--- src/sep_pkg.sv ---
/*
 * Constants, state codes and carrier types for the two-wire EEPROM read and busy-poll slave.
 * Assumes a 25 MHz system clock and bus pins already synchronous to it.
 */
package sep_pkg;

	localparam int          ADDR_W        = 8;
	localparam int          DATA_W        = 8;
	localparam int          MEM_DEPTH     = 256;
	localparam int          FIFO_DEPTH    = 8;
	localparam logic [7:0]  PTR_RST       = 8'h00;
	localparam logic [3:0]  BIT_LAST      = 4'h8;
	localparam int          CODE_MSB      = 7;
	localparam int          CODE_LSB      = 4;
	localparam int          SEL_MSB       = 3;
	localparam int          SEL_LSB       = 1;
	localparam int          DIR_BIT       = 0;
	localparam logic [3:0]  DEV_CODE_DFLT = 4'h5;   // Arbitrary type code value
	localparam int          CLK_PERIOD_NS = 40;
	localparam int          PROG_TIME_NS  = 1000000;
	localparam int          PROG_CYCLES   = (PROG_TIME_NS + CLK_PERIOD_NS - 1) / CLK_PERIOD_NS;

	// Byte kinds within a transfer
	localparam logic [1:0]  K_CTRL        = 2'h0;
	localparam logic [1:0]  K_ADDR        = 2'h1;
	localparam logic [1:0]  K_DATA        = 2'h2;

	typedef enum logic [4:0] {
		ST_IDLE = 5'h01,
		ST_RX   = 5'h02,
		ST_ACK  = 5'h04,
		ST_TX   = 5'h08,
		ST_MACK = 5'h10
	} sep_state_t;

	typedef struct packed {
		logic [ADDR_W-1:0] addr;
		logic [DATA_W-1:0] data;
	} sep_wr_t;

endpackage : sep_pkg

--- src/sep_eeprom.sv ---
/*
 * Two-wire EEPROM slave: addressing, busy polling, current, random and sequential reads,
 * plus a write queue drained into the array during the self-timed programming cycle.
 * Assumes scl_in and sda_in are synchronous to clk and sampled often enough to see every edge.
 */
`timescale 1ns/1ps

////////////////////////////////////////////////////////////////////////////////
module sep_fifo #(
	parameter int W     = 16,
	parameter int DEPTH = 8
) (
	// Clock and reset
	input  wire logic         clk,
	input  wire logic         resetn,
	input  wire logic         flush,
	// Fill side
	input  wire logic         in_valid,
	output logic              in_ready,
	input  wire logic [W-1:0] in_data,
	// Drain side
	output logic              out_valid,
	input  wire logic         out_ready,
	output logic [W-1:0]      out_data
);
	localparam int AW = $clog2(DEPTH);

	logic [W-1:0] store [DEPTH];
	logic [AW:0]  wr_ptr;
	logic [AW:0]  rd_ptr;
	logic [AW:0]  next_wr_ptr;
	logic [AW:0]  next_rd_ptr;

	assign in_ready  = (wr_ptr[AW] == rd_ptr[AW]) || (wr_ptr[AW-1:0] != rd_ptr[AW-1:0]);
	assign out_valid = (wr_ptr != rd_ptr);
	assign out_data  = store[rd_ptr[AW-1:0]];

	always_comb begin
		next_wr_ptr = wr_ptr;
		next_rd_ptr = rd_ptr;
		if (flush) begin
			next_wr_ptr = rd_ptr;
		end else begin
			if (in_valid && in_ready) begin
				next_wr_ptr = wr_ptr + 1'b1;
			end
			if (out_valid && out_ready) begin
				next_rd_ptr = rd_ptr + 1'b1;
			end
		end
	end

	always_ff @(posedge clk or negedge resetn) begin
		if (!resetn) begin
			wr_ptr <= '0;
			rd_ptr <= '0;
		end else begin
			wr_ptr <= next_wr_ptr;
			rd_ptr <= next_rd_ptr;
		end
	end

	always_ff @(posedge clk) begin
		if (in_valid && in_ready && !flush) begin
			store[wr_ptr[AW-1:0]] <= in_data;
		end
	end

endmodule : sep_fifo

////////////////////////////////////////////////////////////////////////////////
module sep_eeprom #(
	parameter logic [3:0] DEV_CODE    = sep_pkg::DEV_CODE_DFLT,  // Arbitrary type code
	parameter int         PROG_CYCLES = sep_pkg::PROG_CYCLES
) (
	// Clock and reset
	input  wire logic       clk,
	input  wire logic       resetn,
	// Select straps
	input  wire logic [2:0] chip_select_pins,
	// Two-wire bus
	input  wire logic       scl_in,
	input  wire logic       sda_in,
	output logic            sda_out,
	output logic            sda_oe_n,
	// Status
	output logic            prog_busy
);
	sep_pkg::sep_state_t st;
	sep_pkg::sep_state_t next_st;
	logic [7:0]  ptr;
	logic [7:0]  next_ptr;
	logic [3:0]  bit_cnt;
	logic [3:0]  next_bit_cnt;
	logic [1:0]  kind;
	logic [1:0]  next_kind;
	logic [7:0]  rx_shift;
	logic [7:0]  next_rx_shift;
	logic [7:0]  tx_shift;
	logic [7:0]  next_tx_shift;
	logic        read_mode;
	logic        next_read_mode;
	logic        mack_nak;
	logic        next_mack_nak;
	logic        wr_pending;
	logic        next_wr_pending;
	logic        next_sda_oe_n;
	logic        scl_q;
	logic        sda_q;
	logic        next_prog_busy;
	logic [23:0] prog_cnt;
	logic [23:0] next_prog_cnt;

	logic        scl_rise;
	logic        scl_fall;
	logic        ev_start;
	logic        ev_stop;
	logic        sel_match;
	logic [7:0]  mem_q;
	logic        push_valid;
	logic        push_ready;
	logic        fifo_flush;
	logic        drain_valid;
	logic [15:0] drain_raw;
	sep_pkg::sep_wr_t push_word;
	sep_pkg::sep_wr_t drain_word;

	logic [7:0]  mem [sep_pkg::MEM_DEPTH];

	////////////////////////////////////////////////////////////////////////////
	// Bus conditions
	assign scl_rise  = scl_in && !scl_q;
	assign scl_fall  = !scl_in && scl_q;
	assign ev_start  = scl_in && scl_q && sda_q && !sda_in;
	assign ev_stop   = scl_in && scl_q && !sda_q && sda_in;
	assign sel_match = (rx_shift[sep_pkg::CODE_MSB:sep_pkg::CODE_LSB] == DEV_CODE) &&
	                   (rx_shift[sep_pkg::SEL_MSB:sep_pkg::SEL_LSB] == chip_select_pins);
	assign mem_q     = mem[ptr];
	assign sda_out   = 1'b0;
	assign fifo_flush = ev_start && wr_pending;
	assign push_word = '{addr: ptr, data: rx_shift};

	always_ff @(posedge clk or negedge resetn) begin
		if (!resetn) begin
			scl_q <= 1'b1;
			sda_q <= 1'b1;
		end else begin
			scl_q <= scl_in;
			sda_q <= sda_in;
		end
	end

	////////////////////////////////////////////////////////////////////////////
	// Serial sequencer
	always_comb begin
		next_st         = st;
		next_ptr        = ptr;
		next_bit_cnt    = bit_cnt;
		next_kind       = kind;
		next_rx_shift   = rx_shift;
		next_tx_shift   = tx_shift;
		next_read_mode  = read_mode;
		next_mack_nak   = mack_nak;
		next_wr_pending = wr_pending;
		next_sda_oe_n   = sda_oe_n;
		push_valid      = 1'b0;
		if (ev_start) begin
			next_st         = sep_pkg::ST_RX;
			next_bit_cnt    = 4'h0;
			next_kind       = sep_pkg::K_CTRL;
			next_sda_oe_n   = 1'b1;
			next_wr_pending = 1'b0;
		end else if (ev_stop) begin
			next_st         = sep_pkg::ST_IDLE;
			next_sda_oe_n   = 1'b1;
			next_wr_pending = 1'b0;
		end else begin
			unique case (st)
				sep_pkg::ST_IDLE: begin
				end
				sep_pkg::ST_RX: begin
					if (scl_rise && bit_cnt != sep_pkg::BIT_LAST) begin
						next_rx_shift = {rx_shift[6:0], sda_in};
						next_bit_cnt  = bit_cnt + 4'h1;
					end else if (scl_fall && bit_cnt == sep_pkg::BIT_LAST) begin
						next_sda_oe_n = 1'b1;
						next_st       = sep_pkg::ST_IDLE;
						unique case (kind)
							sep_pkg::K_CTRL: begin
								next_read_mode = rx_shift[sep_pkg::DIR_BIT];
								if (sel_match && !prog_busy) begin
									next_sda_oe_n = 1'b0;
									next_st       = sep_pkg::ST_ACK;
								end
							end
							sep_pkg::K_ADDR: begin
								next_ptr      = rx_shift;
								next_sda_oe_n = 1'b0;
								next_st       = sep_pkg::ST_ACK;
							end
							default: begin
								push_valid = 1'b1;
								if (push_ready) begin
									next_ptr        = ptr + 8'h01;
									next_wr_pending = 1'b1;
									next_sda_oe_n   = 1'b0;
									next_st         = sep_pkg::ST_ACK;
								end
							end
						endcase
					end
				end
				sep_pkg::ST_ACK: begin
					if (scl_fall) begin
						next_bit_cnt  = 4'h0;
						next_sda_oe_n = 1'b1;
						if (kind == sep_pkg::K_CTRL && read_mode) begin
							next_tx_shift = {mem_q[6:0], 1'b1};
							next_sda_oe_n = mem_q[7];
							next_ptr      = ptr + 8'h01;
							next_bit_cnt  = 4'h1;
							next_st       = sep_pkg::ST_TX;
						end else begin
							next_kind = (kind == sep_pkg::K_CTRL) ? sep_pkg::K_ADDR : sep_pkg::K_DATA;
							next_st   = sep_pkg::ST_RX;
						end
					end
				end
				sep_pkg::ST_TX: begin
					if (scl_fall) begin
						if (bit_cnt == sep_pkg::BIT_LAST) begin
							next_sda_oe_n = 1'b1;
							next_st       = sep_pkg::ST_MACK;
						end else begin
							next_sda_oe_n = tx_shift[7];
							next_tx_shift = {tx_shift[6:0], 1'b1};
							next_bit_cnt  = bit_cnt + 4'h1;
						end
					end
				end
				sep_pkg::ST_MACK: begin
					if (scl_rise) begin
						next_mack_nak = sda_in;
					end else if (scl_fall) begin
						if (!mack_nak) begin
							next_tx_shift = {mem_q[6:0], 1'b1};
							next_sda_oe_n = mem_q[7];
							next_ptr      = ptr + 8'h01;
							next_bit_cnt  = 4'h1;
							next_st       = sep_pkg::ST_TX;
						end else begin
							next_sda_oe_n = 1'b1;
							next_st       = sep_pkg::ST_IDLE;
						end
					end
				end
				default: begin
					next_st       = sep_pkg::ST_IDLE;
					next_sda_oe_n = 1'b1;
				end
			endcase
		end
	end

	always_ff @(posedge clk or negedge resetn) begin
		if (!resetn) begin
			st         <= sep_pkg::ST_IDLE;
			ptr        <= sep_pkg::PTR_RST;
			bit_cnt    <= 4'h0;
			kind       <= sep_pkg::K_CTRL;
			rx_shift   <= 8'h00;
			tx_shift   <= 8'hFF;
			read_mode  <= 1'b0;
			mack_nak   <= 1'b1;
			wr_pending <= 1'b0;
			sda_oe_n   <= 1'b1;
		end else begin
			st         <= next_st;
			ptr        <= next_ptr;
			bit_cnt    <= next_bit_cnt;
			kind       <= next_kind;
			rx_shift   <= next_rx_shift;
			tx_shift   <= next_tx_shift;
			read_mode  <= next_read_mode;
			mack_nak   <= next_mack_nak;
			wr_pending <= next_wr_pending;
			sda_oe_n   <= next_sda_oe_n;
		end
	end

	////////////////////////////////////////////////////////////////////////////
	// Write queue and self-timed programming
	sep_fifo #(
		.W     (16),
		.DEPTH (sep_pkg::FIFO_DEPTH)
	) u_wr_fifo (
		.clk       (clk),
		.resetn    (resetn),
		.flush     (fifo_flush),
		.in_valid  (push_valid),
		.in_ready  (push_ready),
		.in_data   (push_word),
		.out_valid (drain_valid),
		.out_ready (prog_busy),
		.out_data  (drain_raw)
	);

	assign drain_word = drain_raw;

	always_comb begin
		next_prog_busy = prog_busy;
		next_prog_cnt  = prog_cnt;
		if (!prog_busy) begin
			if (ev_stop && wr_pending) begin
				next_prog_busy = 1'b1;
				next_prog_cnt  = 24'h000000;
			end
		end else if (prog_cnt != 24'(PROG_CYCLES - 1)) begin
			next_prog_cnt = prog_cnt + 24'h000001;
		end else if (!drain_valid) begin
			next_prog_busy = 1'b0;
		end
	end

	always_ff @(posedge clk or negedge resetn) begin
		if (!resetn) begin
			prog_busy <= 1'b0;
			prog_cnt  <= 24'h000000;
		end else begin
			prog_busy <= next_prog_busy;
			prog_cnt  <= next_prog_cnt;
		end
	end

	always_ff @(posedge clk) begin
		if (drain_valid && prog_busy) begin
			mem[drain_word.addr] <= drain_word.data;
		end
	end
endmodule : sep_eeprom

--- config.mk ---
export PLATFORM = sky130hd
export DESIGN_NAME = sep_eeprom
export DESIGN_NICKNAME = d
export VERILOG_FILES = /design/src/sep_pkg.sv /design/src/sep_eeprom.sv
export SDC_FILE = /design/constraint.sdc
export NUM_CORES = 2
export LEC_CHECK = 0
export BUFFER_PORTS_ARGS = -buffer_cell sky130_fd_sc_hd__buf_4
export CORE_UTILIZATION = 55
export CTS_CLUSTER_DIAMETER = 100
export DETAILED_ROUTE_END_ITERATION = 12
export PLACE_DENSITY_LB_ADDON = 0.2
export REMOVE_ABC_BUFFERS = 1
export SLEW_MARGIN = 20
export SYNTH_ARGS = -nofsm -noshare
export SYNTH_HDL_FRONTEND = slang
export SYNTH_SLANG_ARGS = --single-unit
--- constraint.sdc ---
create_clock -name clk -period 5.08 [get_ports clk]
set_input_delay 0.254 -clock clk [delete_from_list [all_inputs] [get_ports clk]]
set_output_delay 0.254 -clock clk [all_outputs]
set_load 0.005 [all_outputs]
==> metrics.md <==
| Metric | Value |
|---|---|
| Status | complete, no violations |
| DRC violations left | 0 |
| First-pass GRT wire length | 327 mm |
| Maxcap violations | 0 |
| Mean Syn Cell Area | 20.6 sq um |
| Slowest stage delay, CP | 1.05 ns |
| H-tree depth | 4 |
| Initial core utilization | 55.3% |
| #FFs+latches synth | 2249 |
| Largest net degree at the start of global routing | 158 |
| Gate count after technology mapping | 4313 |
| Post-cts sizing count | 0 |
| Vias per cell | 6.54 |
| RSZ-0062 raised after global routing | false |
| Vias in the first global route | 44400 |
| DIE AREA | 163000 sq um |
| IO buf count | 8 |
| Required time worst endpoint | 5.58 ns |
| Worst VDD drop | 0.421 mV |
| Post-CTS Setup Bufs | 0 |
| Drt total wl | 228 mm |
| CP max-delay cell | dfrtp_1 |
| Clk_skew | 0.0456 ns |
| Area Overhead vs Synth | 11.8% |
| Element type at the critical path start | flop |
| Core box area | 160000 sq um |
| Post-synth EDFFs | 2176 |
| Static leakage | 0.0275 uW |
| Finish-stage setup viols | 0 |
| Clk_lat worst skew | 0.88 ns |
| Netlist cell types | 81 |
| Max-slew violations | 0 |
| Crit Path Max Fanout | 24 |
| Crit path buf inv count | 0 |
| Final HPWL DP | 138 mm |
| Worst slew pin tran | 1.24 ns |
| Sink Count | 2249 |
| Worst-path clk slew | 0.06 ns |
| Die height | 404 um |
| Routed Antenna Nets | 0 |
| Cell mode on critical path | nor2_1 |
| CP top delay family | simple AND/OR/NAND/NOR gates |
| Async SR Flop Fraction | 3.25% |
| Fmax | 0.243 GHz |
| Layout cell share with drive strength beyond 1 | 24.6% |
| Endpoints failing hold | 0 |
| Inst Count DP | 6450 |
| Drt wl/cell | 33.2 um |
| Final min period | 4.11 ns |
| Clock Tree Root | clkbuf_16 |
| Final nets | 4526 |
| CTS tree | built |
| DRT iter0 DRCs | 6001 |
| Final Core Density | 61.8% |
| Dominant synthesized flop cell | edfxtp_1 |
| HP Class | in -> reg |
| Yosys warnings | 0 |
| Layout filler cell count | 11200 |
| Seq/Total Area, Yosys | 75.7% |
| Crit-path cells | mux4_2 -> mux2_2 -> nor2_1 -> nand2_1 -> nor2_1 |
| Placer congestion estimate | 0.912 |
| GRT Total Usage | 28.4% |
| Ports | 10 |
| Mapped cell area | 88700 sq um |
| GRT overflow | 0 |
| Initial antenna violation count | 3 |
| Crit. End Element | flop |
| PwrDens | 411 nW/um^2 |
| Num rows | 147 |
| Headroom to the max-slew limit | 17.1% |
| Worst reg2reg setup slack | 0.97 ns |
| Fin cells | 6862 |
| Initial DRT Pass Iterations | 6 |
| Num CTS Buffers | 218 |
| Clock buffer depth | 3 |
| Via Count | 44900 |
| Fin crit share | 81.0% |
| Crit Path Category | reg -> reg |
| Chip Width | 404 um |
| Crit path DAT | 4.61 ns |
[per-stage QoR]
stage	hold slack [ns]	setup WS, ns	setup TNS (ns)	cell area (sq um)	total power [uW]
floorplan	-0.0416	-18.44	-469.18	87100	23100
global placement	0.408	1.09	0	92000	25100
detailed placement	0.409	1.03	0	92000	25100
CTS	0.0266	0.989	0	99200	41000
global route	0.0711	0.805	0	99200	41800
finish	0.101	0.967	0	99200	40700
[power breakdown]
| part | internal [uW] | switching [uW] | leakage [uW] |
|---|---|---|---|
| Clock | 9090 | 6970 | 0.00345 |
| Combinational | 2060 | 2180 | 0.00656 |
| Sequential | 20300 | 159 | 0.0175 |
| Total | 31400 | 9310 | 0.0275 |
[registers in the layout, summed over array words and instances, names as in the netlist, 2 cells and up]
register,cells
mem,2048
u_wr_fifo.store,128
prog_cnt,24
ptr,8
rx_shift,8
tx_shift,7
st,5
bit_cnt,4
u_wr_fifo.rd_ptr,4
u_wr_fifo.wr_ptr,4
kind,2
[layer usage]
layer	track usage, %	wire length, um	up-vias
li1	-	-	18200
met1	40.5	89900	23800
met2	43.3	106000	2448
met3	6.47	22100	467
met4	10.9	9300	4
met5	0	22	-
[cells in the final DEF (no fill, tap or decap), types with 56 or more instances in the layout]
master / instances
buf_4: 206
clkbuf_16: 219
clkinv_1: 64
edfxtp_1: 2176
mux2i_1: 152
mux4_2: 543
nand2_1: 153
nand3_1: 56
nor2_1: 349
o21ai_0: 76
[cell type report]
cell class	instances	area (sq um)	area share, %
Inverter	14	60.1	0.0606
Timing Repair Buffer	233	2060	2.07
Sequential cell	2249	67200	67.8
Antenna cell	5	12.5	0.0126
Clock buffer	255	5620	5.66
Tap cell	2160	2700	2.72
Clock inverter	149	1500	1.51
Multi-Input combinational cell	1797	20000	20.2
[cells by family (layout without fill, tap and decap cells)]
| family | count (synthesis) | in the layout | share of synthesized area [%] |
|---|---|---|---|
| DFF | 2249 | 2249 | 75.7 |
| muxes | 733 | 733 | 16.0 |
| and+or+nand+nor | 704 | 704 | 3.50 |
| AOI/OAI and AO/OA | 325 | 325 | 2.50 |
| buffers and inverters | 267 | 651 | 1.90 |
| xor gates and xnor gates | 28 | 28 | 0.276 |
| adders and majority gates | 6 | 6 | 0.0846 |
| other | 1 | 6 | 0.00423 |
[synth_stat cells (all sizes together), types with 21 or more instances]
| cell | instances | area, sq um |
|---|---|---|
| clkbuf | 92 | 347 |
| mux2i | 152 | 1520 |
| o22ai | 21 | 131 |
| mux4 | 546 | 12300 |
| edfxtp | 2176 | 65300 |
| o221ai | 28 | 245 |
| xor2 | 21 | 184 |
| a21oi | 51 | 255 |
| nor2 | 352 | 1320 |
| o21ai | 81 | 405 |
| nand2 | 153 | 574 |
| dfrtp | 61 | 1530 |
| mux2 | 35 | 394 |
| nand3 | 56 | 280 |
| buf | 161 | 1280 |
| a221oi | 28 | 251 |
| nor3 | 23 | 115 |
[worst paths after layout]
| check | start | end | cells after the start |
|---|---|---|---|
| max reg2reg | u_wr_fifo.rd_ptr[1] | mem[23][0] | 5 |
| min reg2reg | prog_cnt[23] | prog_cnt[23] | 1 |
| min | scl_in | scl_q | 2 |
| max in group asynchronous | resetn | ptr[4] | 2 |
| min in group asynchronous | resetn | prog_cnt[3] | 2 |
| max | u_wr_fifo.rd_ptr[1] | mem[23][0] | 5 |
[timing repair]
| action | in CTS | in global routing |
|---|---|---|
| hold endpoints to repair | 75 | 0 |
| hold buffers | 3 | 0 |
| endpoints found under the setup margin | 0 | 0 |
No activity file was read; power rests on OpenSTA's default activity.
